**src/hw/tipio_pkg.sv**
```systemverilog
// tipio_pkg: constants for the tick interrupt / parallel io block
// assumes: 250 MHz aclk, AXI4-Lite register access, 32-bit data
package tipio_pkg;

    // ************************************************************
    // clock and tick timing
    // ************************************************************
    localparam int unsigned CLK_HZ        = 250_000_000;
    localparam int unsigned TICK_HZ       = 55;
    localparam int unsigned TICK_CYCLES   = CLK_HZ / TICK_HZ;

    // ************************************************************
    // register map (byte addresses)
    // ************************************************************
    localparam logic [7:0] OFS_SER_STAT   = 8'h00;
    localparam logic [7:0] OFS_PAR_A      = 8'h20;
    localparam logic [7:0] OFS_PAR_B      = 8'h24;
    localparam logic [7:0] OFS_CFG        = 8'h30;
    localparam logic [7:0] OFS_IRQ_STAT   = 8'h34;
    localparam logic [7:0] OFS_IRQ_MASK   = 8'h38;
    localparam logic [7:0] OFS_VEC_SEL    = 8'h3C;
    localparam logic [7:0] OFS_HS_CTRL    = 8'h40;
    localparam logic [7:0] OFS_HS_STAT    = 8'h44;
    localparam logic [7:0] OFS_IACK      = 8'h48;

    // ************************************************************
    // source bit layout: rx 0..2, tx 3..5, tick 6
    // ************************************************************
    localparam int unsigned NSRC          = 7;
    localparam int unsigned SRC_RX0       = 0;
    localparam int unsigned SRC_TX0       = 3;
    localparam int unsigned SRC_TICK      = 6;

    // cfg register fields
    localparam int unsigned CFG_WIRE_LSB  = 0;
    localparam int unsigned CFG_VI_BIT    = 8;
    localparam int unsigned CFG_GATE_LSB  = 9;

    // ************************************************************
    // reset values
    // ************************************************************
    localparam logic [7:0]      RST_PAR_A    = 8'h00;
    localparam logic [7:0]      RST_PAR_B    = 8'h00;
    localparam logic [NSRC-1:0] RST_WIRE     = 7'h00;
    localparam logic [3:0]      RST_VEC_SEL  = 4'h0;
    localparam logic [NSRC-1:0] RST_IRQ_MASK = 7'h00;

    // vector table: nine restart-style opcodes
    localparam int unsigned NVEC          = 9;
    localparam logic [7:0]  VEC_DEFAULT   = 8'hFF;

    localparam logic [1:0]  RESP_OKAY     = 2'b00;
    localparam logic [1:0]  RESP_SLVERR   = 2'b10;

    typedef enum logic [1:0] {
        TIPIO_IDLE = 2'b00,
        TIPIO_RESP = 2'b01
    } tipio_bus_e;

endpackage

```
**src/hw/tipio_tick_gen.sv**
```systemverilog
// tipio_tick_gen: periodic one-cycle tick enable from a divider
// assumes: single clock, synchronous active-low reset
`timescale 1ns/1ps
`default_nettype none
module tipio_tick_gen #(
    parameter int unsigned PERIOD = 4_545_454
) (
    // clock and reset
    input  wire logic aclk,
    input  wire logic aresetn,
    // tick out
    output logic      tick
);
    localparam int unsigned CW = $clog2(PERIOD);
    localparam logic [CW-1:0] LAST = CW'(PERIOD - 1);

    logic [CW-1:0] cnt_q;
    wire           wrap = (cnt_q == LAST);

    always_ff @(posedge aclk) begin
        if (!aresetn) begin
            cnt_q <= '0;
            tick  <= 1'b0;
        end else begin
            cnt_q <= wrap ? '0 : cnt_q + 1'b1;
            tick  <= wrap;
        end
    end

    int unsigned gap_q;
    always_ff @(posedge aclk) begin
        if (!aresetn)   gap_q <= 0;
        else if (tick)  gap_q <= 1;
        else if (gap_q != 0) gap_q <= gap_q + 1;
    end

    property p_tick_period;
        @(posedge aclk) disable iff (!aresetn)
        (tick && gap_q != 0) |-> (gap_q == PERIOD);
    endproperty
    a_tick_period: assert property (p_tick_period)
        else $error("tick spacing wrong");
endmodule
`default_nettype wire

```
**src/hw/tipio_sticky.sv**
```systemverilog
// tipio_sticky: one set-dominant sticky latch
// assumes: set and clear are one-cycle pulses in aclk domain
`timescale 1ns/1ps
`default_nettype none
module tipio_sticky (
    // clock and reset
    input  wire logic aclk,
    input  wire logic aresetn,
    // events
    input  wire logic set,
    input  wire logic clr,
    // state
    output logic      q
);
    always_ff @(posedge aclk) begin
        if (!aresetn)  q <= 1'b0;
        else if (set)  q <= 1'b1;
        else if (clr)  q <= 1'b0;
    end

    property p_hold;
        @(posedge aclk) disable iff (!aresetn)
        (q && !clr) |=> q;
    endproperty
    a_hold: assert property (p_hold)
        else $error("sticky latch dropped without clear");
endmodule
`default_nettype wire

```
**src/hw/tipio_top.sv**
```systemverilog
// tipio_top: tick latch, interrupt request, vector and two parallel channels
// assumes: AXI4-Lite master keeps one read and one write outstanding at most
`timescale 1ns/1ps
`default_nettype none

// Function
// - periodic tick at 55 per second
// - tick latch set, held until cleared
// - channel B input read clears tick latch
// - set latch keeps requesting interrupt
// - irq from wired rx, tx, tick sources
// - acknowledge returns one of nine vectors
// - same vector whatever the source
// - optional routing onto vectored interrupt lines
// - two channels, eight in and out
// - output latched until next write
// - input read returns live pins
// - parallel channels raise no interrupt
// - channel A output is serial mask
// - handshake gate, monitor, two controls
// - serial source reaches irq only if unmasked
// - three decoded channel addresses, last two parallel
module tipio_top #(
    parameter int unsigned TICK_PERIOD = tipio_pkg::TICK_CYCLES
) (
    // clock and reset
    input  wire logic        aclk,
    input  wire logic        aresetn,
    // axi4-lite write address
    input  wire logic [7:0]  s_axi_awaddr,
    input  wire logic        s_axi_awvalid,
    output logic             s_axi_awready,
    // axi4-lite write data
    input  wire logic [31:0] s_axi_wdata,
    input  wire logic [3:0]  s_axi_wstrb,
    input  wire logic        s_axi_wvalid,
    output logic             s_axi_wready,
    // axi4-lite write response
    output logic [1:0]       s_axi_bresp,
    output logic             s_axi_bvalid,
    input  wire logic        s_axi_bready,
    // axi4-lite read address
    input  wire logic [7:0]  s_axi_araddr,
    input  wire logic        s_axi_arvalid,
    output logic             s_axi_arready,
    // axi4-lite read data
    output logic [31:0]      s_axi_rdata,
    output logic [1:0]       s_axi_rresp,
    output logic             s_axi_rvalid,
    input  wire logic        s_axi_rready,
    // serial ready flags
    input  wire logic [2:0]  rx_char_ready,
    input  wire logic [2:0]  tx_holding_ready,
    // serial handshakes
    input  wire logic [2:0]  hs_gate_in,
    input  wire logic [2:0]  hs_mon_in,
    output logic [2:0]       tx_enable,
    output logic [5:0]       hs_ctrl_out,
    // parallel channels
    output logic [7:0]       par_a_out,
    output logic [7:0]       par_b_out,
    input  wire logic [7:0]  par_a_in,
    input  wire logic [7:0]  par_b_in,
    // interrupt
    output logic             irq,
    output logic [6:0]       vi_lines
);
    import tipio_pkg::*;

    // ************************************************************
    // configuration and vector table
    // ************************************************************
    logic [NSRC-1:0] wire_q;
    logic            vi_en_q;
    logic [2:0]      gate_en_q;
    logic [3:0]      vec_sel_q;
    logic [7:0]      par_a_q;
    logic [7:0]      par_b_q;
    logic [NSRC-1:0] msk_q;
    logic [5:0]      hs_ctrl_q;
    logic            tick_latch;

    function automatic logic [7:0] vec_byte(input logic [3:0] sel);
        logic [7:0] v;
        v = VEC_DEFAULT;
        if (sel < 4'(NVEC - 1))
            v = {2'b11, sel[2:0], 3'b111};
        return v;
    endfunction

    // ************************************************************
    // tick and latch
    // ************************************************************
    logic tick;
    logic tick_clr;

    tipio_tick_gen #(
        .PERIOD (TICK_PERIOD)
    ) u_tick (
        .aclk    (aclk),
        .aresetn (aresetn),
        .tick    (tick)
    );

    tipio_sticky u_tick_latch (
        .aclk    (aclk),
        .aresetn (aresetn),
        .set     (tick),
        .clr     (tick_clr),
        .q       (tick_latch)
    );

    // ************************************************************
    // interrupt sources
    // ************************************************************
    wire [NSRC-1:0] src_raw  = {tick_latch, tx_holding_ready, rx_char_ready};
    // serial sources pass channel A output as mask; tick is ungated
    wire [NSRC-1:0] ser_msk  = {1'b1, par_a_q[5:0]};
    wire [NSRC-1:0] src_live = src_raw & wire_q;
    wire [NSRC-1:0] src_act  = src_live & ser_msk;
    // parallel inputs never feed src_raw
    wire            irq_d    = |(src_act & msk_q);

    always_ff @(posedge aclk) begin
        if (!aresetn) begin
            irq      <= 1'b0;
            vi_lines <= '0;
        end else begin
            irq      <= irq_d;
            vi_lines <= vi_en_q ? (src_act & msk_q) : '0;
        end
    end

    // handshake logic
    always_ff @(posedge aclk) begin
        if (!aresetn) begin
            tx_enable   <= 3'b000;
            hs_ctrl_out <= 6'h00;
        end else begin
            tx_enable   <= ~gate_en_q | hs_gate_in;
            hs_ctrl_out <= hs_ctrl_q;
        end
    end

    // ************************************************************
    // axi write path
    // ************************************************************
    logic       aw_got_q;
    logic       w_got_q;
    logic [7:0] aw_q;
    logic [31:0] wd_q;
    logic [3:0] ws_q;

    assign s_axi_awready = !aw_got_q && !s_axi_bvalid;
    assign s_axi_wready  = !w_got_q && !s_axi_bvalid;
    wire   aw_hs   = s_axi_awvalid && s_axi_awready;
    wire   w_hs    = s_axi_wvalid && s_axi_wready;
    wire   have_aw = aw_got_q || aw_hs;
    wire   have_w  = w_got_q || w_hs;
    wire   do_wr   = have_aw && have_w;
    wire [7:0]  wa = aw_got_q ? aw_q : s_axi_awaddr;
    wire [31:0] wd = w_got_q ? wd_q : s_axi_wdata;
    wire [3:0]  wsb = w_got_q ? ws_q : s_axi_wstrb;
    wire   wr_ok   = (wa == OFS_PAR_A) || (wa == OFS_PAR_B) || (wa == OFS_CFG)
                  || (wa == OFS_IRQ_STAT) || (wa == OFS_IRQ_MASK)
                  || (wa == OFS_VEC_SEL) || (wa == OFS_HS_CTRL);
    wire   wr_b0   = do_wr && wsb[0];
    wire   wr_b1   = do_wr && wsb[1];

    always_ff @(posedge aclk) begin
        if (!aresetn) begin
            aw_got_q     <= 1'b0;
            w_got_q      <= 1'b0;
            aw_q         <= 8'h00;
            wd_q         <= 32'h0000_0000;
            ws_q         <= 4'h0;
            s_axi_bvalid <= 1'b0;
            s_axi_bresp  <= RESP_OKAY;
        end else begin
            if (aw_hs) aw_q <= s_axi_awaddr;
            if (w_hs) begin
                wd_q <= s_axi_wdata;
                ws_q <= s_axi_wstrb;
            end
            aw_got_q <= do_wr ? 1'b0 : have_aw;
            w_got_q  <= do_wr ? 1'b0 : have_w;
            if (do_wr) begin
                s_axi_bvalid <= 1'b1;
                s_axi_bresp  <= wr_ok ? RESP_OKAY : RESP_SLVERR;
            end else if (s_axi_bready) begin
                s_axi_bvalid <= 1'b0;
            end
        end
    end

    // registers
    always_ff @(posedge aclk) begin
        if (!aresetn) begin
            par_a_q   <= RST_PAR_A;
            par_b_q   <= RST_PAR_B;
            wire_q    <= RST_WIRE;
            vi_en_q   <= 1'b0;
            gate_en_q <= 3'b000;
            vec_sel_q <= RST_VEC_SEL;
            msk_q     <= RST_IRQ_MASK;
            hs_ctrl_q <= 6'h00;
        end else begin
            if (wr_b0 && wa == OFS_PAR_A)    par_a_q <= wd[7:0];
            if (wr_b0 && wa == OFS_PAR_B)    par_b_q <= wd[7:0];
            if (wr_b0 && wa == OFS_CFG)      wire_q  <= wd[CFG_WIRE_LSB +: NSRC];
            if (wr_b1 && wa == OFS_CFG) begin
                vi_en_q   <= wd[CFG_VI_BIT];
                gate_en_q <= wd[CFG_GATE_LSB +: 3];
            end
            if (wr_b0 && wa == OFS_VEC_SEL)  vec_sel_q <= wd[3:0];
            if (wr_b0 && wa == OFS_IRQ_MASK) msk_q     <= wd[NSRC-1:0];
            if (wr_b0 && wa == OFS_HS_CTRL)  hs_ctrl_q <= wd[5:0];
        end
    end

    // status w1c on the tick latch: clear via channel B read or write-one
    wire w1c_tick = wr_b0 && (wa == OFS_IRQ_STAT) && wd[SRC_TICK];

    // ************************************************************
    // axi read path
    // ************************************************************
    assign s_axi_arready = !s_axi_rvalid;
    wire   ar_hs  = s_axi_arvalid && s_axi_arready;
    wire [7:0] ra = s_axi_araddr;
    wire   rd_b   = ar_hs && (ra == OFS_PAR_B);
    assign tick_clr = rd_b || w1c_tick;

    logic [31:0] rd_val;
    logic        rd_ok;
    always_comb begin
        rd_val = 32'h0000_0000;
        rd_ok  = 1'b1;
        unique case (ra)
            OFS_SER_STAT: rd_val = {26'h0, tx_holding_ready, rx_char_ready};
            OFS_PAR_A:    rd_val = {24'h0, par_a_in};
            OFS_PAR_B:    rd_val = {24'h0, par_b_in};
            OFS_CFG:      rd_val = {20'h0, gate_en_q, vi_en_q, 1'b0, wire_q};
            OFS_IRQ_STAT: rd_val = {25'h0, src_live};
            OFS_IRQ_MASK: rd_val = {25'h0, msk_q};
            OFS_VEC_SEL:  rd_val = {28'h0, vec_sel_q};
            OFS_HS_CTRL:  rd_val = {26'h0, hs_ctrl_q};
            OFS_HS_STAT:  rd_val = {29'h0, hs_mon_in};
            OFS_IACK:     rd_val = {24'h0, vec_byte(vec_sel_q)};
            default:      rd_ok  = 1'b0;
        endcase
    end

    always_ff @(posedge aclk) begin
        if (!aresetn) begin
            s_axi_rvalid <= 1'b0;
            s_axi_rdata  <= 32'h0000_0000;
            s_axi_rresp  <= RESP_OKAY;
        end else if (ar_hs) begin
            s_axi_rvalid <= 1'b1;
            s_axi_rdata  <= rd_val;
            s_axi_rresp  <= rd_ok ? RESP_OKAY : RESP_SLVERR;
        end else if (s_axi_rready) begin
            s_axi_rvalid <= 1'b0;
        end
    end

    // parallel outputs driven from latched registers
    assign par_a_out = par_a_q;
    assign par_b_out = par_b_q;

    // ************************************************************
    // checks
    // ************************************************************
    property p_clr_on_b_read;
        @(posedge aclk) disable iff (!aresetn)
        (rd_b && !tick) |=> !tick_latch;
    endproperty
    a_clr_on_b_read: assert property (p_clr_on_b_read)
        else $error("channel B read did not clear tick latch");

    property p_tick_irq;
        @(posedge aclk) disable iff (!aresetn)
        (tick_latch && wire_q[SRC_TICK] && msk_q[SRC_TICK]) |=> irq;
    endproperty
    a_tick_irq: assert property (p_tick_irq)
        else $error("tick latch set but no irq");

    property p_irq_or;
        @(posedge aclk) disable iff (!aresetn)
        1'b1 |=> (irq == $past(|(src_raw & wire_q & ser_msk & msk_q)));
    endproperty
    a_irq_or: assert property (p_irq_or)
        else $error("irq not OR of enabled sources");

    property p_masked_serial;
        @(posedge aclk) disable iff (!aresetn)
        (par_a_q[5:0] == 6'h00 && !tick_latch) |=> !irq;
    endproperty
    a_masked_serial: assert property (p_masked_serial)
        else $error("masked serial source raised irq");

    property p_par_hold;
        @(posedge aclk) disable iff (!aresetn)
        !(wr_b0 && wa == OFS_PAR_B) |=> $stable(par_b_out);
    endproperty
    a_par_hold: assert property (p_par_hold)
        else $error("channel B output changed without write");

    property p_live_read;
        @(posedge aclk) disable iff (!aresetn)
        rd_b |=> (s_axi_rvalid && s_axi_rdata[7:0] == $past(par_b_in));
    endproperty
    a_live_read: assert property (p_live_read)
        else $error("channel B read not live pins");

    property p_vec;
        @(posedge aclk) disable iff (!aresetn)
        (ar_hs && ra == OFS_IACK) |=> (s_axi_rdata[7:0] == vec_byte($past(vec_sel_q)));
    endproperty
    a_vec: assert property (p_vec)
        else $error("vector byte wrong");

    property p_vi_off;
        @(posedge aclk) disable iff (!aresetn)
        !vi_en_q |=> (vi_lines == 7'h00);
    endproperty
    a_vi_off: assert property (p_vi_off)
        else $error("vi lines active while disabled");

    property p_gate;
        @(posedge aclk) disable iff (!aresetn)
        (gate_en_q[0] && !hs_gate_in[0]) |=> !tx_enable[0];
    endproperty
    a_gate: assert property (p_gate)
        else $error("transmitter not gated off");

    property p_w1c_clr;
        @(posedge aclk) disable iff (!aresetn)
        (w1c_tick && !tick) |=> !tick_latch;
    endproperty
    a_w1c_clr: assert property (p_w1c_clr)
        else $error("write-one did not clear tick latch");
endmodule
`default_nettype wire

```
**config.mk**
```make
export PLATFORM = sky130hd
export DESIGN_NAME = tipio_top
export DESIGN_NICKNAME = d
export VERILOG_FILES = /design/src/hw/tipio_pkg.sv /design/src/hw/tipio_tick_gen.sv /design/src/hw/tipio_sticky.sv /design/src/hw/tipio_top.sv
export SDC_FILE = /design/constraint.sdc
export NUM_CORES = 1
export LEC_CHECK = 0
export ABC_CLOCK_PERIOD_IN_PS = 3100
export BUFFER_PORTS_ARGS = -buffer_cell sky130_fd_sc_hd__buf_2
export CAP_MARGIN = 20
export CORE_ASPECT_RATIO = 2
export CORE_UTILIZATION = 50
export CTS_CLUSTER_DIAMETER = 50
export DETAILED_ROUTE_END_ITERATION = 12
export PLACE_DENSITY_LB_ADDON = 0.12
export SYNTH_ARGS = -nofsm -noshare
export SYNTH_HDL_FRONTEND = slang
export SYNTH_HIERARCHICAL = 1
export SYNTH_SLANG_ARGS = --single-unit
```
**constraint.sdc**
```tcl
create_clock -name aclk -period 3.1 [get_ports aclk]
set_clock_uncertainty 0.05 [all_clocks]
set_input_delay 0.465 -clock aclk [delete_from_list [all_inputs] [get_ports aclk]]
set_output_delay 0.465 -clock aclk [all_outputs]
set_load 0.02 [all_outputs]
```
==> results.json, run 1 <==
{
  "grt_pass1_vias": 5319,
  "rows": 56,
  "max_freq_mhz": 391.0,
  "grt_pass1_wl_mm": 25.99,
  "leakagePower_nw": 2.925,
  "syn_inst": 667,
  "gp_congestion": 0.9079,
  "fin_util_pct": 61.85,
  "wl_per_cell_um": 18.35,
  "detail-route-antenna-nets": 0,
  "antenna_found_initial": 0,
  "tightest_slew_ns": 0.7830,
  "maxCapViolations": 0,
  "drv_slew": 0,
  "vdd_drop_max_mv": 0.4479,
  "first_pass_iters": 5,
  "synthToLayoutAreaGrowth_pct": 20.07,
  "crit_path_max_fanout": 16,
  "setup-violations-final": 0,
  "regToRegStartpoint": "aw_got_q",
  "synth_area_leader_cell": "dfxtp_1",
  "cts_num_sinks": 126,
  "cts_buffer_depth": 2,
  "diodes": 0,
  "dp_cells": 905,
  "dieArea_sq_um": 12520,
  "synth_area_leaders": "dfxtp_1 42%, mux2i_1 11%, nand2_1 6.7%",
  "path_clk_slew_ns": 0.06,
  "core_sq_um": 11700,
  "grt_use_total_pct": 27.77,
  "cts_hold_buf": 0,
  "hp-class": "in2reg",
  "hpwl_mm": 13.18,
  "routed_wl_mm": 17.19,
  "arrival_ns": 2.84,
  "gr-total-overflow": 0,
  "power_density_nw_per_um2": 556.4,
  "end_kind": "register",
  "required_ns": 3.38,
  "grt_max_degree": 53,
  "numCtsBuffers": 17,
  "avgSynthCellArea_sq_um": 9.036,
  "cts_resized": 0,
  "die_x_um": 79.64,
  "min_period_ns": 2.558,
  "drtIter0Drc": 416,
  "post-route-worst-setup-slack_ns": 0.5423,
  "synth_top_cell_area_share_pct": 41.85,
  "ys_types": 67,
  "cts_setup_buffers": 0,
  "path_class": "reg2reg",
  "nNetsFinal": 868,
  "vias": 5398,
  "fin_crit_sh_pct": 82.51,
  "drive_gt1_share_pct": 23.48,
  "regArea_sq_um": 2522,
  "holdWs_ns": 0.2465,
  "cp-start-kind": "register",
  "yosys_warnings": 6,
  "ff2ff_path_depth": 5,
  "num_io_pins": 161,
  "htreeDepth": 4,
  "start_util_pct": 51.51,
  "synth-async-reset-ratio_pct": 0,
  "setup-tns-final_ns": 0,
  "layout.cells.non_filler": 937,
  "multi_input_area_sq_um": 3208,
  "ys_seq_area_share_pct": 41.85,
  "clk_latency_ns": 0.42,
  "ys_seq_elements": 126,
  "fillCellCount": 1054,
  "synth_edf_count": 0,
  "yosysMostFrequentCell": "dfxtp_1",
  "r2r-end": "vec_sel_q[1]",
  "rsz0062_at_grt": "false",
  "synth_common_cells": "126 x dfxtp_1, 107 x nand2_1, 66 x mux2i_1",
  "synth_area_sq_um": 6027,
  "cts-root-buf": "clkbuf_16",
  "portBuffers": 116,
  "slew_headroom_pct": 46.45,
  "die_h_um": 157.3,
  "setup.worst_path.start": "aw_got_q",
  "dp_slack_ns": 0.5159,
  "vias_per_cell": 5.761,
  "r2r_slack_ns": 0.54,
  "synth_ff_type": "dfxtp_1",
  "cts_tree": "built",
  "hold_viol": 0,
  "drc": 0,
  "status": "completed",
  "crit_path_end": "vec_sel_q[1]"
}
-- worst min path at each step --
stage	cells after the start	slack [ns]	start	to
after floorplan	1	0.37	u_tick/tick	u_tick_latch/q
after global placement	1	0.37	u_tick/tick	u_tick_latch/q
after detailed placement	1	0.38	u_tick/tick	u_tick_latch/q
after CTS	3	0.24	hs_gate_in[1]	tx_enable[1]
after global routing	3	0.25	hs_gate_in[0]	tx_enable[0]
final	3	0.25	hs_gate_in[1]	tx_enable[1]
-- logic make-up after synthesis --
logic type	after synthesis	synth area share [%]
AOI/OAI and AO/OA	104	13.14
xor gates and xnor gates	13	1.889
adders and majority gates	2	0.4151
buffers and inverters	73	6.228
DFF	126	41.85
muxes	80	13.58
other	1	0.06222
and+or+nand+nor	268	22.84
-- cell type report --
type	count	area share [%]
clock inverter	14	2.178
inverter	16	0.8299
tap	145	2.507
timing repair buffer	129	9.371
sequential	126	34.85
multi-input combinational	489	44.33
clock buffer	18	5.930
-- layer usage --
metal,GRT usage (%),share of wire (%),vias up
met5,0,0,-
met4,15.24,4.8,0
met3,5.507,4.6,63
met2,53.85,57,206
met1,26.01,34,2573
li1,-,-,2556
-- per-stage QoR --
step / area (sq um) / power (mW)
after floorplan: 6106 / 1.988
after global placement: 6650 / 2.082
after detailed placement: 6650 / 2.093
after CTS: 7237 / 4.050
after global routing: 7237 / 4.159
final: 7237 / 4.026
-- critical path: stages (launching register included) --
cell	delay (ns)
dfxtp_1	0.71
o22ai_1	0.18
a21o_1	0.28
or4_4	0.59
nor2b_1	0.41
mux2i_1	0.25
-- cell usage in the layout, fill, tap and decap left out, types with 7 or more instances in the layout --
cell,Yosys,layout
a21boi_0,20,20
a21oi_1,15,15
and3_1,8,8
buf_2,3,116
buf_4,24,13
clkbuf_16,0,17
conb_1,1,22
dfxtp_1,126,126
inv_1,16,16
mux2_2,14,14
mux2i_1,66,66
nand2_1,107,107
nand3_1,16,16
nand4_1,13,13
nor2_1,41,41
nor2b_1,17,17
nor3_1,7,7
nor4b_1,7,7
o21ai_0,13,13
xnor2_1,7,7
-- registers in the layout, summed over array words and instances, names as in the netlist, 3 cells and up --
| signal | flops |
|---|---|
| tx_enable | 3 |
| par_b_out | 8 |
| wire_q | 7 |
| vec_sel_q | 4 |
| vi_lines | 7 |
| hs_ctrl_out | 6 |
| u_tick/cnt_q | 23 |
| hs_ctrl_q | 6 |
| wd_q | 12 |
| s_axi_rdata | 12 |
| aw_q | 8 |
| gate_en_q | 3 |
| msk_q | 7 |
| par_a_out | 8 |
-- power by group --
group | internal (mW) | total (mW) | switching [mW]
clock | 1.20 | 1.97 | 0.769
sequential | 1.66 | 1.69 | 0.0313
combinational | 0.140 | 0.374 | 0.234
total | 2.99 | 4.03 | 1.03
Note: power is estimated with default switching activity, not from simulation.
==> inputs of run 2 (changes only) <==
- ABC_CLOCK_PERIOD_IN_PS: 3100 -> 2400
- clock period: 3.1 -> 2.4 ns (I/O delays scaled with it)
==> run 2 against run 1 <==
Clock power up 33%. Via count about the same. Clock-buffer cell count up 1. Critical path depth up 1. Critical endpoint is now msk_q[4]. Largest cell class unchanged.
==> results.json, run 2 (synthesis results as in run 1) <==
{
  "cts-root-buf": "clkbuf_16",
  "leakagePower_nw": 3.021,
  "die_x_um": 79.64,
  "power_frac_comb_pct": 9.6,
  "drive_gt1_share_pct": 25.09,
  "regMostFlops": "u_tick/cnt_q",
  "fin_crit_sh_pct": 97.30,
  "grt_pass1_wl_mm": 26.74,
  "cts_hold_buf": 0,
  "grt_max_degree": 28,
  "status": "completed",
  "antenna_found_initial": 0,
  "cts_tree": "built",
  "cp_top_family": "simple AND/OR/NAND/NOR gates",
  "htreeDepth": 4,
  "placed_cell_area_sq_um": 6778,
  "rows": 56,
  "cts_buffer_depth": 2,
  "die_h_um": 157.3,
  "finalInstanceArea_sq_um": 7383,
  "nNetsFinal": 885,
  "path_class": "reg2reg",
  "slowest_delay_ns": 0.50,
  "hp-class": "in2reg",
  "tightest_slew_ns": 0.6270,
  "first_pass_iters": 5,
  "slowest_stage": "or4b_4",
  "dieArea_sq_um": 12520,
  "slew_headroom_pct": 57.12,
  "drtIter0Drc": 278,
  "cp-start-kind": "register",
  "routed_wl_mm": 17.17,
  "wl_per_cell_um": 18.00,
  "vdd_drop_max_mv": 0.5424,
  "end_kind": "register",
  "switching_share_pct": 24.52,
  "vias": 5397,
  "core_sq_um": 11700,
  "numCtsBuffers": 17,
  "grt_use_total_pct": 28.44,
  "arrival_ns": 2.62,
  "portBuffers": 116,
  "hpwl_mm": 13.28,
  "drc": 0,
  "min_period_ns": 2.335,
  "vias_per_cell": 5.657,
  "path_clk_slew_ns": 0.06,
  "max_freq_mhz": 428.2,
  "final_cell_mix": "126 x dfxtp_1, 116 x buf_2, 107 x nand2_1, 66 x mux2i_1, 41 x nor2_1",
  "diodes": 0,
  "mostFrequentLayoutCell": "dfxtp_1",
  "maxCapViolations": 0,
  "num_io_pins": 161,
  "gr-total-overflow": 0,
  "start_util_pct": 51.51,
  "power_density_nw_per_um2": 717.4,
  "cts_resized": 0,
  "fin_util_pct": 63.10,
  "path_buf_inv": 1,
  "crit_path_max_fanout": 7,
  "largestRegisters": "u_tick/cnt_q x23, s_axi_rdata x12, wd_q x12",
  "crit_chain": "or4b_4 > a21bo_2 > or4_4 > a2111oi_4 > buf_4 > mux2i_1",
  "p_seq_share_pct": 41.0,
  "clk_latency_ns": 0.41,
  "hold_viol": 0,
  "cts_setup_buffers": 0,
  "detail-route-antenna-nets": 0,
  "required_ns": 2.68,
  "drv_slew": 0,
  "synthToLayoutAreaGrowth_pct": 22.50,
  "intPower_mw": 3.998,
  "clockPowerShare_pct": 49.4,
  "gp_congestion": 0.9322,
  "largest_reg_flops": 23,
  "setup-violations-final": 0,
  "cts_num_sinks": 126,
  "rsz0062_at_grt": "false",
  "power.switching_mw": 1.299,
  "grt_pass1_vias": 5417
}
-- run 2: path summary, 6_finish.rpt --
check	startpoint	end	slack (ns)	cells after the start
setup / recovery	aw_got_q	msk_q[4]	0.06	6
hold / removal	hs_gate_in[1]	tx_enable[1]	0.14	3
hold reg to reg	u_tick/tick	u_tick_latch/q	0.40	1
setup reg to reg	aw_got_q	msk_q[4]	0.06	6
-- run 2: power groups by stage --
stage / registers, mW / logic [mW] / clock network [mW]
final: 2.17 / 0.507 / 2.62
after global routing: 2.18 / 0.552 / 2.75
after CTS: 2.17 / 0.506 / 2.66
after detailed placement: 2.22 / 0.503 / 0
after global placement: 2.22 / 0.492 / 0
after floorplan: 2.22 / 0.349 / 0
-- run 2: layout make-up --
class	count	area [sq um]
clock buffer	19	442.9
multi-input combinational	489	3208
timing repair buffer	146	805.8
fill	1024	4318
inverter	16	60.06
clock inverter	13	162.7
tap	145	181.4
sequential	126	2522
-- run 2: metal layers --
metal,track usage (%),share of wire [%],vias up
li1,-,-,2589
met1,27.06,34,2570
met2,53.44,56,176
met3,5.971,4.4,62
met4,17.75,5.6,0
met5,0,0,-
-- run 2: worst min-delay path, delay by kind of cell --
kind | cells | cell delay (ns)
buffers and inverters | 2 | 0.14
AO/OA/AOI/OAI | 1 | 0.06
-- run 2: through the flow --
step	instances	total power [mW]	setup WS (ns)	hold slack, ns	setup TNS, ns
floorplan	688	2.568	0.03673	0.3677	0
global placement	922	2.708	-0.01385	0.3811	-0.07664
detailed placement	922	2.722	-0.06805	0.3828	-0.2227
CTS	954	5.340	0.05800	0.1342	0
global route	954	5.476	0.001678	0.1486	0
finish	954	5.297	0.06476	0.1392	0
